[src/gpr_pkg.sv]
package gpr_pkg;
  localparam int GPR_NPIN = 8;
  localparam int GPR_AW = 6;
  // register offsets of the port
  localparam logic [5:0] GPR_OFS_DIR = 6'h00;
  localparam logic [5:0] GPR_OFS_DIR_SET = 6'h01;
  localparam logic [5:0] GPR_OFS_DIR_CLR = 6'h02;
  localparam logic [5:0] GPR_OFS_DIR_FLIP = 6'h03;
  localparam logic [5:0] GPR_OFS_OUT = 6'h04;
  localparam logic [5:0] GPR_OFS_OUT_SET = 6'h05;
  localparam logic [5:0] GPR_OFS_OUT_CLR = 6'h06;
  localparam logic [5:0] GPR_OFS_OUT_FLIP = 6'h07;
  localparam logic [5:0] GPR_OFS_IN = 6'h08;
  localparam logic [5:0] GPR_OFS_IRQPRI = 6'h09;
  localparam logic [5:0] GPR_OFS_IRQ0SEL = 6'h0A;
  localparam logic [5:0] GPR_OFS_IRQ1SEL = 6'h0B;
  localparam logic [5:0] GPR_OFS_PEND = 6'h0C;
  localparam logic [5:0] GPR_OFS_MPMASK = 6'h0D;
  localparam logic [5:0] GPR_OFS_SETUP0 = 6'h10;
  // virtual slot register index
  localparam logic [1:0] GPR_VREG_DIR = 2'h0;
  localparam logic [1:0] GPR_VREG_OUT = 2'h1;
  localparam logic [1:0] GPR_VREG_IN = 2'h2;
  localparam logic [1:0] GPR_VREG_PEND = 2'h3;
  // pad_setup fields
  localparam int GPR_INV_BIT = 6;
  localparam int GPR_DRV_LSB = 3;
  localparam int GPR_SNS_LSB = 0;
  localparam logic [6:0] GPR_SETUP_RST = 7'h00;
  localparam logic [7:0] GPR_REG_RST = 8'h00;
  localparam logic [3:0] GPR_IRQPRI_MASK = 4'hF;
  // sense codes
  localparam logic [2:0] GPR_SNS_BOTH = 3'h0;
  localparam logic [2:0] GPR_SNS_RISE = 3'h1;
  localparam logic [2:0] GPR_SNS_FALL = 3'h2;
  localparam logic [2:0] GPR_SNS_LOW = 3'h3;
  localparam logic [2:0] GPR_SNS_IBOFF = 3'h7;
  // drive and pull codes
  localparam logic [2:0] GPR_DRV_TOTEM = 3'h0;
  localparam logic [2:0] GPR_DRV_KEEP = 3'h1;
  localparam logic [2:0] GPR_DRV_PDN = 3'h2;
  localparam logic [2:0] GPR_DRV_PUP = 3'h3;
  localparam logic [2:0] GPR_DRV_WOR = 3'h4;
  localparam logic [2:0] GPR_DRV_WAND = 3'h5;
  localparam logic [2:0] GPR_DRV_WORPULL = 3'h6;
  localparam logic [2:0] GPR_DRV_WANDPULL = 3'h7;
  // highest port number that honours the buffer-disable code
  localparam int GPR_IBOFF_MAX_PORT = 5;
  localparam int GPR_EVT_PIN = 7;
endpackage

[src/gpr_pin_sense.sv]
`timescale 1ns/1ps
module gpr_pin_sense
  import gpr_pkg::*;
#(
  parameter bit IBOFF_OK = 1'b1
) (
  input wire logic i_sys_clk,
  input wire logic i_rst_n,
  input wire logic i_pad,
  input wire logic i_inv,
  input wire logic [2:0] i_sense,
  output logic o_level,
  output logic o_irq_hit,
  output logic o_event
);
  logic sync1_r;
  logic sync2_r;
  logic prev_r;
  logic event_r;
  logic ib_off;
  logic val;
  logic rise;
  logic fall;

  always_ff @(posedge i_sys_clk or negedge i_rst_n) begin
    if (!i_rst_n) begin
      sync1_r <= 1'b0;
      sync2_r <= 1'b0;
    end else begin
      sync1_r <= i_pad;
      sync2_r <= sync1_r;
    end
  end

  // RULE17 buffer disable where allowed
  assign ib_off = IBOFF_OK && (i_sense == GPR_SNS_IBOFF);
  // RULE7 RULE13 synced, inverted input
  assign val = ib_off ? 1'b0 : (sync2_r ^ i_inv);

  // RULE22 edges seen only after a clocked sample
  always_ff @(posedge i_sys_clk or negedge i_rst_n) begin
    if (!i_rst_n) begin
      prev_r <= 1'b0;
    end else begin
      prev_r <= val;
    end
  end

  assign rise = val & ~prev_r;
  assign fall = ~val & prev_r;
  assign o_level = val;

  // RULE15 sense mode selection
  always_comb begin
    unique case (i_sense)
      GPR_SNS_BOTH: o_irq_hit = rise | fall;
      GPR_SNS_RISE: o_irq_hit = rise;
      GPR_SNS_FALL: o_irq_hit = fall;
      GPR_SNS_LOW: o_irq_hit = ~val;
      default: o_irq_hit = 1'b0;
    endcase
  end

  // RULE23 RULE16 events on rising change, or high level
  always_ff @(posedge i_sys_clk or negedge i_rst_n) begin
    if (!i_rst_n) begin
      event_r <= 1'b0;
    end else if (i_sense == GPR_SNS_LOW) begin
      event_r <= val;
    end else if (ib_off || i_sense[2]) begin
      event_r <= 1'b0;
    end else begin
      event_r <= rise;
    end
  end
  assign o_event = event_r;
endmodule

[src/gpr_port.sv]
`timescale 1ns/1ps
// Notes on behaviour
// RULE1 - direction bit one drives, zero inputs
// RULE2 - set and clear strobes touch written ones
// RULE3 - flip strobe toggles; strobes read direction
// RULE4 - level bit drives pin when output
// RULE5 - level set/clear strobes touch written ones
// RULE6 - level flip toggles; strobes read level
// RULE7 - input register shows synced pin values
// RULE8 - nonzero priority field enables each interrupt
// RULE9 - irq0 select admits pins to interrupt 0
// RULE10 - irq1 select admits pins to interrupt 1
// RULE11 - sensed change on selected pin sets pending
// RULE12 - write one clears pending; upper reads zero
// RULE13 - polarity flip inverts in and out
// RULE14 - three bits choose drive and pull
// RULE15 - three bits choose sense mode
// RULE16 - low mode: high pin gives events continuously
// RULE17 - buffer disable only on ports A-F
// RULE18 - mask replicates next setup write
// RULE19 - mask self-clears after replicated write
// RULE20 - four virtual slots alias four registers
// RULE21 - event or clock routable to pin seven
// RULE22 - edge needs one clocked sample first
// RULE23 - events only on rising change outside low mode
// RULE24 - request when pending and priority nonzero
module gpr_port
  import gpr_pkg::*;
#(
  parameter int NPIN = GPR_NPIN,
  parameter logic [3:0] PORT_ID = 4'h0
) (
  input wire logic i_sys_clk,
  input wire logic i_rst_n,
  input wire logic [5:0] i_addr,
  input wire logic i_wr_en,
  input wire logic [7:0] i_wr_data,
  input wire logic i_rd_en,
  output logic [7:0] o_rd_data,
  input wire logic [15:0] i_vp_map,
  input wire logic [3:0] i_vaddr,
  input wire logic i_vwr_en,
  input wire logic [7:0] i_vwr_data,
  input wire logic i_vrd_en,
  output logic [7:0] o_vrd_data,
  input wire logic [7:0] i_pad_in,
  output logic [7:0] o_pad_out,
  output logic [7:0] o_pad_oe,
  output logic [7:0] o_pad_pull_en,
  output logic [7:0] o_pad_pull_up,
  output logic [7:0] o_pad_keeper,
  input wire logic i_evt_ch0,
  input wire logic i_evt_route,
  input wire logic i_clk_route,
  output logic [7:0] o_pin_event,
  output logic [1:0] o_irq_req,
  output logic [3:0] o_irq_level
);
  localparam bit IBOFF_OK = (PORT_ID <= 4'(GPR_IBOFF_MAX_PORT));

  generate
    if (NPIN != 8) begin : g_chk
      $error("gpr_port supports exactly eight pins");
    end
  endgenerate

  logic [7:0] dir_r;
  logic [7:0] out_r;
  logic [3:0] irqpri_r;
  logic [7:0] sel0_r;
  logic [7:0] sel1_r;
  logic [1:0] pend_r;
  logic [7:0] mpmask_r;
  logic [6:0] setup_r [NPIN];
  logic [7:0] level;
  logic [7:0] hit;
  logic [7:0] inv;
  logic vrd_hit;
  logic vwr_hit;
  logic wr;
  logic [5:0] waddr;
  logic [7:0] wdata;
  logic setup_wr;
  logic [1:0] pend_set;

  // RULE20 slot register index to real offset
  function automatic logic [5:0] vp_ofs(input logic [1:0] vreg);
    logic [5:0] o;
    o = GPR_OFS_DIR;
    unique case (vreg)
      GPR_VREG_DIR: o = GPR_OFS_DIR;
      GPR_VREG_OUT: o = GPR_OFS_OUT;
      GPR_VREG_IN: o = GPR_OFS_IN;
      GPR_VREG_PEND: o = GPR_OFS_PEND;
    endcase
    return o;
  endfunction

  function automatic logic vp_hit(input logic [15:0] map, input logic [1:0] slot);
    return map[4 * slot +: 4] == PORT_ID;
  endfunction

  // RULE3 RULE6 RULE12 read view of every offset
  function automatic logic [7:0] rd_mux(input logic [5:0] a);
    logic [7:0] d;
    d = 8'h00;
    if (a >= GPR_OFS_SETUP0 && a < GPR_OFS_SETUP0 + 6'(NPIN)) begin
      d = {1'b0, setup_r[3'(a - GPR_OFS_SETUP0)]};
    end else begin
      unique case (a)
        GPR_OFS_DIR, GPR_OFS_DIR_SET, GPR_OFS_DIR_CLR, GPR_OFS_DIR_FLIP: d = dir_r;
        GPR_OFS_OUT, GPR_OFS_OUT_SET, GPR_OFS_OUT_CLR, GPR_OFS_OUT_FLIP: d = out_r;
        GPR_OFS_IN: d = level;
        GPR_OFS_IRQPRI: d = {4'h0, irqpri_r};
        GPR_OFS_IRQ0SEL: d = sel0_r;
        GPR_OFS_IRQ1SEL: d = sel1_r;
        GPR_OFS_PEND: d = {6'h00, pend_r};
        GPR_OFS_MPMASK: d = mpmask_r;
        default: d = 8'h00;
      endcase
    end
    return d;
  endfunction

  // real bus write has priority over a virtual slot write in the same cycle; reads are served on both
  assign vwr_hit = i_vwr_en && !i_wr_en && vp_hit(i_vp_map, i_vaddr[3:2]);
  assign vrd_hit = i_vrd_en && vp_hit(i_vp_map, i_vaddr[3:2]);
  assign wr = i_wr_en || vwr_hit;
  assign waddr = i_wr_en ? i_addr : vp_ofs(i_vaddr[1:0]);
  assign wdata = i_wr_en ? i_wr_data : i_vwr_data;
  assign setup_wr = wr && waddr >= GPR_OFS_SETUP0 && waddr < GPR_OFS_SETUP0 + 6'(NPIN);

  // RULE1 RULE2 RULE3 direction and its strobes
  always_ff @(posedge i_sys_clk or negedge i_rst_n) begin
    if (!i_rst_n) begin
      dir_r <= GPR_REG_RST;
    end else if (wr) begin
      unique case (waddr)
        GPR_OFS_DIR: dir_r <= wdata;
        GPR_OFS_DIR_SET: dir_r <= dir_r | wdata;
        GPR_OFS_DIR_CLR: dir_r <= dir_r & ~wdata;
        GPR_OFS_DIR_FLIP: dir_r <= dir_r ^ wdata;
        default: dir_r <= dir_r;
      endcase
    end
  end

  // RULE4 RULE5 RULE6 level and its strobes
  always_ff @(posedge i_sys_clk or negedge i_rst_n) begin
    if (!i_rst_n) begin
      out_r <= GPR_REG_RST;
    end else if (wr) begin
      unique case (waddr)
        GPR_OFS_OUT: out_r <= wdata;
        GPR_OFS_OUT_SET: out_r <= out_r | wdata;
        GPR_OFS_OUT_CLR: out_r <= out_r & ~wdata;
        GPR_OFS_OUT_FLIP: out_r <= out_r ^ wdata;
        default: out_r <= out_r;
      endcase
    end
  end

  // RULE8 RULE9 RULE10 interrupt setup registers
  always_ff @(posedge i_sys_clk or negedge i_rst_n) begin
    if (!i_rst_n) begin
      irqpri_r <= 4'h0;
      sel0_r <= GPR_REG_RST;
      sel1_r <= GPR_REG_RST;
    end else if (wr) begin
      if (waddr == GPR_OFS_IRQPRI) begin
        irqpri_r <= wdata[3:0] & GPR_IRQPRI_MASK;
      end
      if (waddr == GPR_OFS_IRQ0SEL) begin
        sel0_r <= wdata;
      end
      if (waddr == GPR_OFS_IRQ1SEL) begin
        sel1_r <= wdata;
      end
    end
  end

  // RULE11 selected sensed pins set pending
  assign pend_set = {|(hit & sel1_r), |(hit & sel0_r)};

  // RULE12 write-one clears, a new set wins
  always_ff @(posedge i_sys_clk or negedge i_rst_n) begin
    if (!i_rst_n) begin
      pend_r <= 2'b00;
    end else if (wr && waddr == GPR_OFS_PEND) begin
      pend_r <= (pend_r & ~wdata[1:0]) | pend_set;
    end else begin
      pend_r <= pend_r | pend_set;
    end
  end

  // RULE18 RULE19 multi-pin setup mask
  always_ff @(posedge i_sys_clk or negedge i_rst_n) begin
    if (!i_rst_n) begin
      mpmask_r <= GPR_REG_RST;
    end else if (wr && waddr == GPR_OFS_MPMASK) begin
      mpmask_r <= wdata;
    end else if (setup_wr) begin
      mpmask_r <= GPR_REG_RST;
    end
  end

  // RULE13 RULE14 RULE15 RULE18 pin setup, replicated under mask
  always_ff @(posedge i_sys_clk or negedge i_rst_n) begin
    if (!i_rst_n) begin
      for (int i = 0; i < NPIN; i++) begin
        setup_r[i] <= GPR_SETUP_RST;
      end
    end else if (setup_wr) begin
      for (int i = 0; i < NPIN; i++) begin
        if (mpmask_r != 8'h00 ? mpmask_r[i] : (waddr == GPR_OFS_SETUP0 + 6'(i))) begin
          setup_r[i] <= wdata[6:0];
        end
      end
    end
  end

  // read data registered one cycle after the strobe
  always_ff @(posedge i_sys_clk or negedge i_rst_n) begin
    if (!i_rst_n) begin
      o_rd_data <= 8'h00;
      o_vrd_data <= 8'h00;
    end else begin
      o_rd_data <= i_rd_en ? rd_mux(i_addr) : 8'h00;
      o_vrd_data <= vrd_hit ? rd_mux(vp_ofs(i_vaddr[1:0])) : 8'h00;
    end
  end

  genvar g;
  for (g = 0; g < NPIN; g++) begin : g_pin
    assign inv[g] = setup_r[g][GPR_INV_BIT];
    gpr_pin_sense #(
      .IBOFF_OK(IBOFF_OK)
    ) u_sense (
      .i_sys_clk(i_sys_clk),
      .i_rst_n(i_rst_n),
      .i_pad(i_pad_in[g]),
      .i_inv(inv[g]),
      .i_sense(setup_r[g][GPR_SNS_LSB +: 3]),
      .o_level(level[g]),
      .o_irq_hit(hit[g]),
      .o_event(o_pin_event[g])
    );
  end

  // RULE1 RULE4 RULE13 RULE14 RULE21 pad drive and pull
  always_comb begin
    logic v;
    logic [2:0] drv;
    v = 1'b0;
    drv = 3'h0;
    for (int i = 0; i < NPIN; i++) begin
      drv = setup_r[i][GPR_DRV_LSB +: 3];
      v = out_r[i];
      if (i == GPR_EVT_PIN && i_clk_route) begin
        v = i_sys_clk;
      end else if (i == GPR_EVT_PIN && i_evt_route) begin
        v = i_evt_ch0;
      end
      v = v ^ inv[i];
      o_pad_out[i] = v;
      o_pad_oe[i] = dir_r[i];
      o_pad_pull_en[i] = 1'b0;
      o_pad_pull_up[i] = 1'b0;
      o_pad_keeper[i] = 1'b0;
      unique case (drv)
        GPR_DRV_TOTEM: o_pad_pull_en[i] = 1'b0;
        GPR_DRV_KEEP: o_pad_keeper[i] = 1'b1;
        GPR_DRV_PDN: o_pad_pull_en[i] = ~dir_r[i];
        GPR_DRV_PUP: begin
          o_pad_pull_en[i] = ~dir_r[i];
          o_pad_pull_up[i] = 1'b1;
        end
        GPR_DRV_WOR, GPR_DRV_WORPULL: begin
          o_pad_out[i] = 1'b1;
          o_pad_oe[i] = dir_r[i] & v;
          o_pad_pull_en[i] = drv[1];
        end
        GPR_DRV_WAND, GPR_DRV_WANDPULL: begin
          o_pad_out[i] = 1'b0;
          o_pad_oe[i] = dir_r[i] & ~v;
          o_pad_pull_en[i] = drv[1];
          o_pad_pull_up[i] = 1'b1;
        end
      endcase
    end
  end

  // RULE8 RULE24 requests to the interrupt controller
  assign o_irq_req = {pend_r[1] && irqpri_r[3:2] != 2'b00, pend_r[0] && irqpri_r[1:0] != 2'b00};
  assign o_irq_level = irqpri_r;
endmodule

[config.mk]
export PLATFORM = sky130hd
export DESIGN_NAME = gpr_port
export DESIGN_NICKNAME = d
export VERILOG_FILES = /design/src/gpr_pkg.sv /design/src/gpr_pin_sense.sv /design/src/gpr_port.sv
export SDC_FILE = /design/constraint.sdc
export NUM_CORES = 1
export LEC_CHECK = 0
export BUFFER_PORTS_ARGS = -buffer_cell sky130_fd_sc_hd__buf_2
export CAP_MARGIN = 5
export CORE_MARGIN = 8
export CORE_UTILIZATION = 30
export DETAILED_ROUTE_END_ITERATION = 10
export MAX_ROUTING_LAYER = met4
export PLACE_DENSITY = 0.52
export SLEW_MARGIN = 5
export SYNTH_ARGS = -nofsm -noshare
export SYNTH_HDL_FRONTEND = slang
export SYNTH_SLANG_ARGS = --single-unit
[constraint.sdc]
create_clock -name i_sys_clk -period 6.1 [get_ports i_sys_clk]
set_clock_uncertainty 0.05 [all_clocks]
set_input_delay 1.22 -clock i_sys_clk [delete_from_list [all_inputs] [get_ports i_sys_clk]]
set_output_delay 1.22 -clock i_sys_clk [all_outputs]
set_load 0.01 [all_outputs]
==> summary.md, run 1 <==
| Metric | Value |
|---|---|
| Status | `complete, no violations` |
| Crit path kind | `clk2out` |
| Sequential-to-total area share from yosys stat | `between 40% and 50%` |
| Synth Warn # | `0` |
| GRT overflow | `0` |
| Initial antenna violation count | `0` |
| Synth Area in Adders | `6.58%` |
| Reg-to-reg critical path startpoint | `mpmask_r[4]` |
| Power Density | `355 nW/um^2` |
| Cell leakage power | `5.04 nW` |
| Ant. Diodes | `0` |
| First-pass GRT wire length | `49700 um` |
| Router iterations before antenna repair | `5` |
| Top cells by area, synth | `dfrtp_1, mux2_2, ha_1` |
| Simple-gate portion of the synthesized area | `14.6%` |
| Full die area | `around 36000 um^2` |
| Top cell type by total area after synthesis | `dfrtp_1` |
| Most instantiated cells after synthesis | `dfrtp_1, nand2_1, mux2_2, inv_1, o21ai_0` |
| GRT Total Usage | `18.7%` |
| Compound-cell area share of the yosys netlist | `16.8%` |
| CP endpoint | `o_pad_oe[7]` |
| Synthesized area | `9120 um^2` |
| Critical Path Start | `i_sys_clk` |
| Yosys reg bits | `150` |
| Chip Width | `190 um` |
| Area after DPL | `10100 um^2` |
| Number of synthesized flops with an enable pin | `0` |
| Clk slew on worst S/H paths | `roughly 80 ps` |
| I/O pin count | `129` |
| Primary FF master, synth | `dfrtp_1` |
| XOR/XNOR Fraction of Synth Area | `2.30%` |
| Layout Nets | `1139` |
| CP Capture Type | `primary output` |
| Multiplexer area fraction after synthesis | `14.0%` |
| IO buf count | `128` |
| Die H | `190 um` |
| Hold Path Class | `reg2reg` |
| Post-route cell area | `11000 um^2` |
| Worst reg2reg setup slack | `3180 ps` |
| Reg-to-reg endpoint | `setup_r[7]` |
| Storage element area | `roughly 3800 um^2` |
| Vias in the first global route | `8016` |
| Total Wirelength | `approximately 32000 um` |
| Via/cell ratio | `~5.4` |
| Post-CTS Hold Buffers | `0` |
| Syn_area_per_cell | `10.0 um^2` |
| Maximum vdd drop | `0.265 mV` |
| Largest net degree at the start of global routing | `65` |
| Crit Path Max Fanout | `2` |
| Syn_nets | `1018` |
| Post-route DRC | `0` |
| Most common cell in the netlist | `dfrtp_1` |
| Mapped Cells | `911` |
| Starting density of the core | `30.1%` |
| Routed vias | `7760` |
| Iter 0 DRT Violations | `692` |
| Worst slew pin tran | `1280 ps` |
| Gpl congestion | `0.926` |
| Clk Latency, worst-skew pair | `560 ps` |
| Startpoint types | `clock port` |
| Largest register FFs | `48` |
| RSZ-0062 raised after global routing | `no` |
| DRT antenna net count | `0` |
| Relative slew margins | `between 10% and 20%` |
| WP data required | `4830 ps` |
| Setup TNS Final | `0 ps` |
| Max_cap viols | `0` |
| Layout fillers | `3105` |
| # rows | `64` |
| TritonCTS clock tree | `built` |
| Cell variety after synth | `63` |
| Final Max Slew Viols | `0` |
| Proportion of layout cells with a drive suffix above 1 | `26.0%` |
| # setup viols final | `0` |
| Async S/R FF share, synth | `between 90% and 100%` |
| HPWL Detailed | `around 24000 um` |
| R2r worst-path depth | `5` |
| Multi-input logic area | `just under 5000 um^2` |
| Largest Register | `setup_r` |
| Util after Layout | `36.3%` |
| Layout area overhead | `20.5%` |
| PnR Total Power | `0.00390 W` |
| Crit path DAT | `4700 ps` |
| Core ar. | `roughly 30000 um^2` |
| Final hold violation count | `0` |
| Largest family of logic cells by synthesized area | `compound AO/OA/AOI/OAI gates` |
| Yosys top cell area share | `41.1%` |
| DR WL/cell | `about 22 um` |
==> routing by layer <==
layer | track usage, % | vias to the layer above | part of all wire, %
met3 | 4.13 | 53 | 5.8
met4 | 6.74 | 0 | 2.5
met5 | - | - | 0
met2 | 28.4 | 307 | 47
li1 | - | 3562 | -
met1 | 24.2 | 3838 | 45
==> timing repair <==
| action | 4_1_cts | 5_1_grt |
|---|---|---|
| setup buffers | 0 | 1 |
| gates resized for setup | 4 | 0 |
| pin swaps | 1 | 1 |
| setup endpoints to repair | 1 | 1 |
| endpoints found under the hold margin | 0 | 0 |
==> worst min path at each step <==
stage                              from                  endpoint  slack, ps  cells after the start
3_5_place_dp   g_pin[7].u_sense.sync1_r  g_pin[7].u_sense.sync2_r        290                      0
4_1_cts        g_pin[7].u_sense.sync1_r  g_pin[7].u_sense.sync2_r        310                      0
5_1_grt        g_pin[7].u_sense.sync1_r  g_pin[7].u_sense.sync2_r        310                      0
3_3_place_gp   g_pin[5].u_sense.sync1_r  g_pin[5].u_sense.sync2_r        280                      0
6_report       g_pin[7].u_sense.sync1_r  g_pin[7].u_sense.sync2_r        300                      0
2_1_floorplan  g_pin[0].u_sense.sync1_r  g_pin[0].u_sense.sync2_r        280                      0
==> worst max-delay path: stages <==
cell and delay [ps]:
clkbuf_16 120, clkbuf_16 130, clkbuf_16 130, clkbuf_16 130, clkbuf_16 130, clkbuf_16 130
nand2_2 50, o21ai_2 70, xor2_2 160, clkbuf_16 160, xnor2_1 110, a21oi_1 160
buf_2 150
==> cells by family after synthesis <==
logic type | after synthesis
AND/OR/NAND/NOR | 259
multiplexers | 100
adder cells (fa/ha/maj) | 48
AO/OA/AOI/OAI | 230
flip-flops | 150
XOR/XNOR | 24
buffers and inverters | 100
==> layout make-up <==
class                   instances  share of cell area (%)
multi-input cells             661                    45.2
flip-flops and latches        150                    34.1
repair buffers                136                    6.48
clock buffers                  30                    6.11
well taps                     396                    4.51
inverters                      54                    1.84
clock inverters                15                    1.74
==> power breakdown <==
part	internal, W	switching, W	total (W)
combinational	0.000463	0.000579	0.00104
clock	0.000806	0.000598	0.00140
sequential	0.00117	0.000286	0.00145
==> through the flow <==
step | hold slack, ps | std cells | worst slack [ps]
after floorplan | 281 | 911 | 1140
after global placement | 283 | 1399 | 1120
after detailed placement | 288 | 1399 | 1120
after CTS | 307 | 1441 | 51.1
after global routing | 312 | 1442 | 26.3
final | 302 | 1442 | 132
==> layout by cell type, fill, tap and decap left out, drive strengths merged, types with 13 or more instances in the layout <==
cell type and count:
nor2 50, inv 62, o21ai 55, mux2i 22
a22oi 20, nor3b 17, dfrtp 150, clkbuf 27
nand2 74, ha 48, xor2 14, o22ai 21
buf 139, a21oi 51, mux2 62, nand3 28
nor2b 22, mux4 16, o21a 13
Note: power is estimated with default switching activity, not from simulation.
==> inputs of run 2 (changes only) <==
--- a/config.mk
+++ b/config.mk
@@ -5,13 +5,14 @@
 export SDC_FILE = /design/constraint.sdc
 export NUM_CORES = 1
 export LEC_CHECK = 0
-export BUFFER_PORTS_ARGS = -buffer_cell sky130_fd_sc_hd__buf_2
+export ABC_AREA = 1
 export CAP_MARGIN = 5
 export CORE_MARGIN = 8
 export CORE_UTILIZATION = 30
 export DETAILED_ROUTE_END_ITERATION = 10
+export DONT_BUFFER_PORTS = 1
 export MAX_ROUTING_LAYER = met4
-export PLACE_DENSITY = 0.52
+export PLACE_DENSITY = 0.49
 export SLEW_MARGIN = 5
 export SYNTH_ARGS = -nofsm -noshare
 export SYNTH_HDL_FRONTEND = slang
==> summary.md, run 2 <==
| Metric | Value |
|---|---|
| Most common cell in the netlist | `nand2_1` |
| Final hold violation count | `0` |
| Syn_area_per_cell | `7.38 um^2` |
| TritonCTS clock tree | `built` |
| Layout fillers | `3309` |
| Relative slew margins | `24.5%` |
| Ant. Diodes | `0` |
| I/O pin count | `129` |
| Core ar. | `30700 um^2` |
| # rows | `64` |
| Placed Cells | `1641` |
| Yosys top cell area share | `40.0%` |
| Status | `complete, no violations` |
| Full die area | `around 37000 um^2` |
| Fin cells | `1686` |
| Vias in the first global route | `8353` |
| Clk Latency, worst-skew pair | `560 ps` |
| Largest net degree at the start of global routing | `approximately 150` |
| Layout Nets | `1383` |
| DRT antenna net count | `0` |
| IO buf count | `0` |
| Largest Register | `setup_r` |
| Startpoint types | `clock port` |
| WP data required | `4830 ps` |
| Proportion of layout cells with a drive suffix above 1 | `8.84%` |
| Worst slew pin tran | `1130 ps` |
| Clk slew on worst S/H paths | `approximately 60 ps` |
| HPWL Detailed | `26500 um` |
| Most frequent cells in the layout | `nand2_1, inv_1, dfrtp_1` |
| CP Cell Sequence | `clkbuf_16 -> clkbuf_16 -> clkbuf_16 -> clkbuf_16 -> clkbuf_16 -> clkbuf_16 -> o21ai_4 -> xor2_2 -> clkbuf_16 -> clkbuf_16 -> o21ai_1 -> nor2_2` |
| Most common cell after layout, fill and taps aside | `nand2_1` |
| Most frequent CP cell | `clkbuf_16` |
| RSZ-0062 raised after global routing | `no` |
| Final Max Slew Viols | `0` |
| Async S/R FF share, synth | `100%` |
| Top cells by area, synth | `dfrtp_1, nand2_1, inv_1` |
| DP Worst Slack | `1040 ps` |
| Final worst slack | `about 77 ps` |
| Synth Warn # | `0` |
| Chip Width | `193 um` |
| Power Density | `460 nW/um^2` |
| Crit Path Max Fanout | `2` |
| Mapped Cells | `1273` |
| Number of synthesized flops with an enable pin | `0` |
| DR WL/cell | `approximately 21 um` |
| Synthesized area | `9390 um^2` |
| GRT overflow | `0` |
| Via/cell ratio | `5.09` |
| Router iterations before antenna repair | `6` |
| Crit path kind | `clk2out` |
| Layout area overhead | `13.3%` |
| Starting density of the core | `30.5%` |
| Cell variety after synth | `37` |
| WHS | `298 ps` |
| CP Capture Type | `primary output` |
| Gpl congestion | `0.912` |
| # setup viols final | `0` |
| Hold Path Class | `in2async` |
| Largest register FFs | `48` |
| Primary FF master, synth | `dfrtp_1` |
| Syn_nets | `1380` |
| Post-route DRC | `0` |
| Worst path slowest cell | `nor2_2` |
| Die H | `between 150 and 200 um` |
| CP max stage delay | `~220 ps` |
| Routed vias | `around 8600` |
| Most instantiated cells after synthesis | `nand2_1, inv_1, dfrtp_1, nor2_1, nand4_1` |
| Total Wirelength | `between 30000 and 40000 um` |
| GRT Total Usage | `approximately a fifth` |
| Cell leakage power | `5.21 nW` |
| First-pass GRT wire length | `53300 um` |
| Crit path DAT | `4750 ps` |
| Critical Path Start | `i_sys_clk` |
| Setup TNS Final | `0 ps` |
| Top cell type by total area after synthesis | `dfrtp_1` |
| PnR Total Power | `0.00489 W` |
| Yosys reg bits | `150` |
| Initial antenna violation count | `0` |
| Max_cap viols | `0` |
| Maximum vdd drop | `0.207 mV` |
| Post-CTS Hold Buffers | `0` |
| Sequential-to-total area share from yosys stat | `between 30% and 40%` |
| Reg-to-reg critical path startpoint | `inv[6]` |
| Iter 0 DRT Violations | `806` |
-- run 2: cell count changes in the layout (fill, tap and decap cells not counted), moves of 23 or more --
cell and delta:
nand4_1 +47, buf_2 -127, nand2_1 +320, nor2_1 +64
mux2_2 -62, o21ai_2 +23, inv_1 +111
-- run 2: path summary, 6_finish.rpt --
check                                           end  slack (ps)  depth (start not counted)
max reg2reg                               pend_r[1]        3550                         14
min                        g_pin[0].u_sense.sync1_r         300                          0
max in group asynchronous  g_pin[5].u_sense.sync1_r        5310                          0
min reg2reg                g_pin[1].u_sense.sync2_r         300                          0
max                                     o_pad_oe[7]          80                         12
min in group i_sys_clk     g_pin[1].u_sense.sync2_r         300                          0
-- run 2: repair_timing --
| action | 4_1_cts | 5_1_grt |
|---|---|---|
| resized for setup | 4 | 2 |
| pin swaps | 2 | 1 |
| setup endpoints to repair | 2 | 1 |
| buffers inserted | 1 | 0 |
-- run 2: metal layers --
layer	share of wire (%)	vias up	routed length (um)	GRT usage, %
li1	-	4114	-	-
met2	45	302	16200	30.2
met4	3.2	0	1150	9.59
met5	0	-	0	-
met3	5.7	80	2040	4.26
met1	46	4085	16600	26.6
-- run 2: layout make-up --
class | count | area (um^2) | area share (%)
Clock buffer | 32 | 739 | 6.95
Clock inverter | 13 | 170 | 1.60
Inverter | 175 | 657 | 6.17
Multi-Input combinational cell | 918 | 4810 | 45.2
Sequential cell | 150 | 3750 | 35.3
Tap cell | 396 | 495 | 4.66
Timing Repair Buffer | 2 | 15.0 | 0.141
-- run 2: kinds of logic after synthesis --
family | Yosys count | synth area share (%)
adder cells (fa/ha/maj) | 48 | 6.39
flip-flops | 150 | 40.0
buffers and inverters | 205 | 9.06
AND/OR/NAND/NOR | 655 | 29.8
AO/OA/AOI/OAI | 197 | 13.1
XOR/XNOR | 18 | 1.68
-- run 2: per-stage QoR --
stage	cell area, um^2	util, %
after floorplan	9390	-
after global placement	9710	31.6
after detailed placement	9710	31.6
after CTS	10600	34.6
after global routing	10600	34.6
final	10600	34.6
-- run 2: power breakdown --
| group | total [W] | internal [W] | switching [W] |
|---|---|---|---|
| clock network | 0.00153 | 0.000970 | 0.000564 |
| logic | 0.00166 | 0.000515 | 0.00115 |
| registers | 0.00170 | 0.00130 | 0.000395 |
| total | 0.00489 | 0.00279 | 0.00211 |
-- run 2: worst max-delay path: cells and delay by family --
| family | cells | cell delay (ps) |
|---|---|---|
| xor+xnor | 1 | 190 |
| compound gates | 2 | 210 |
| buf+inv | 8 | 1100 |
| simple gates | 1 | 220 |
==> inputs of run 3 (changes only) <==
--- a/config.mk
+++ b/config.mk
@@ -7,12 +7,14 @@
 export LEC_CHECK = 0
 export ABC_AREA = 1
 export CAP_MARGIN = 5
+export CELL_PAD_IN_SITES_DETAIL_PLACEMENT = 1
+export CELL_PAD_IN_SITES_GLOBAL_PLACEMENT = 1
 export CORE_MARGIN = 8
 export CORE_UTILIZATION = 30
 export DETAILED_ROUTE_END_ITERATION = 10
 export DONT_BUFFER_PORTS = 1
 export MAX_ROUTING_LAYER = met4
-export PLACE_DENSITY = 0.49
+export PLACE_DENSITY = 0.61
 export SLEW_MARGIN = 5
 export SYNTH_ARGS = -nofsm -noshare
 export SYNTH_HDL_FRONTEND = slang
==> summary.md, run 3 (same netlist as run 2, synthesis figures left out) <==
| Metric | Value |
|---|---|
| I/O pin count | `129` |
| IO buf count | `0` |
| HPWL Detailed | `28600 um` |
| GRT Total Usage | `22.2%` |
| Most frequent CP cell | `clkbuf_16` |
| Largest register FFs | `48` |
| Post-route DRC | `0` |
| GRT overflow | `0` |
| Layout Nets | `1382` |
| # rows | `64` |
| DRT antenna net count | `0` |
| CP max stage delay | `around 210 ps` |
| DR WL/cell | `23.0 um` |
| Vias in the first global route | `9207` |
| RSZ-0062 raised after global routing | `no` |
| Placed Cells | `1640` |
| CP Capture Type | `primary output` |
| Clk Latency, worst-skew pair | `~570 ps` |
| Max Used Layer | `met4` |
| Util after Layout | `34.6%` |
| Router iterations before antenna repair | `7` |
| Setup TNS Final | `0 ps` |
| Buf/Inv on CP | `8` |
| Clk slew on worst S/H paths | `about 70 ps` |
| Crit Path Max Fanout | `2` |
| First-pass GRT wire length | `58200 um` |
| Routed vias | `8871` |
| Via/cell ratio | `5.26` |
| Worst path slowest cell | `nor2_2` |
| Full die area | `between 30000 and 40000 um^2` |
| Initial antenna violation count | `0` |
| Proportion of layout cells with a drive suffix above 1 | `around 9%` |
| Wire length on met2 | `18100 um` |
| Hold Path Class | `in2async` |
| Relative slew margins | `about 13%` |
| Maximum vdd drop | `0.235 mV` |
| Gpl congestion | `approximately 0.94` |
| Final hold violation count | `0` |
| Max_cap viols | `0` |
| Ant. Diodes | `0` |
| Core ar. | `30700 um^2` |
| Crit path DAT | `4720 ps` |
| Die H | `a little under 200 um` |
| Status | `complete, no violations` |
| Layout area overhead | `13.3%` |
| Power Density | `467 nW/um^2` |
| Crit path kind | `clk2out` |
| WP data required | `4830 ps` |
| Chip Width | `193 um` |
| CP Cell Sequence | `clkbuf_16 -> clkbuf_16 -> clkbuf_16 -> clkbuf_16 -> clkbuf_16 -> o21ai_4 -> clkbuf_16 -> buf_4 -> clkbuf_16 -> xor2_1 -> nor3_1 -> nor2_2` |
| Iter 0 DRT Violations | `661` |
| Met1 wire length | `18000 um` |
| Largest Register | `setup_r` |
| WHS | `300 ps` |
| Cell leakage power | `5.21 nW` |
| Total Wirelength | `about 39000 um` |
| Most common cell after layout, fill and taps aside | `nand2_1` |
| Layout fillers | `between 3000 and 4000` |
| CP top delay family | `buffers and inverters` |
| Post-route cell area | `10600 um^2` |
| # setup viols final | `0` |
| Worst slew pin tran | `approximately 1300 ps` |
| Fin cells | `1685` |
| R2r worst-path depth | `12` |
| Most frequent cells in the layout | `nand2_1, inv_1, dfrtp_1` |
| Largest net degree at the start of global routing | `between 150 and 200` |
| Instance count on the critical path | `12` |
| Final Max Slew Viols | `0` |
| TritonCTS clock tree | `built` |
| Starting density of the core | `30.5%` |
| Area after DPL | `9700 um^2` |
| DR WL met3 | `approximately 1700 um` |
| Startpoint types | `clock port` |
[run 3: changes by cell type in the layout (fill, tap and decap cells not counted), sizes merged]
cell,previous run,this run
inv,178,181
clkbuf,31,29
clkinv,4,2
buf,3,2
clkinvlp,3,4
[run 3: final cells by class]
class | count | area [um^2] | area share, %
clock buffer | 30 | 712 | 6.69
tap | 396 | 495 | 4.65
inverter | 175 | 657 | 6.17
timing repair buffer | 1 | 7.51 | 0.0705
clock inverter | 15 | 195 | 1.83
multi-input combinational | 918 | 4820 | 45.3
sequential | 150 | 3750 | 35.3
[run 3: layer usage]
| layer | vias to the layer above | GRT usage, % |
|---|---|---|
| met5 | - | - |
| met4 | 0 | 8.91 |
| met3 | 72 | 4.14 |
| met2 | 256 | 33.9 |
| met1 | 4438 | 28.7 |
| li1 | 4105 | - |
[run 3: path summary, 6_finish.rpt]
| kind | startpoint | end | slack (ps) |
|---|---|---|---|
| worst max register to register | inv[7] | pend_r[1] | 3410 |
| worst min-delay path | i_rst_n | g_pin[1].u_sense.sync1_r | 300 |
| min in group i_sys_clk | g_pin[7].u_sense.sync1_r | g_pin[7].u_sense.sync2_r | 300 |
| max in group asynchronous | i_rst_n | g_pin[5].u_sense.o_event | 5410 |
| worst max-delay path | i_sys_clk | o_pad_oe[7] | 110 |
| worst min register to register | g_pin[7].u_sense.sync1_r | g_pin[7].u_sense.sync2_r | 300 |
[run 3: power breakdown]
group	switching (W)	internal, W
registers	0.000403	0.00130
logic	0.00121	0.000517
clock network	0.000598	0.000944
total	0.00221	0.00276
[run 3: worst reg2reg max path: cells and delay by family (launching register included)]
family	cells	cell delay (ps)
adder cells (fa/ha/maj)	1	210
XOR/XNOR	1	210
buffers and inverters	1	100
AND/OR/NAND/NOR	7	880
flip-flops	1	480
AO/OA/AOI/OAI	2	620
[run 3: timing repair]
action	CTS	global route
hold buffers	0	0
endpoints found under the hold margin	0	0
gates resized for setup	9	0
setup buffers	1	0
endpoints found under the setup margin	2	0
[run 3: through the flow]
stage                     power [W]  worst slack (ps)
after CTS                   0.00501               106
final                       0.00497               106
after global placement      0.00339              1040
after floorplan             0.00283              1050
after global routing        0.00530              58.9
after detailed placement    0.00345              1040
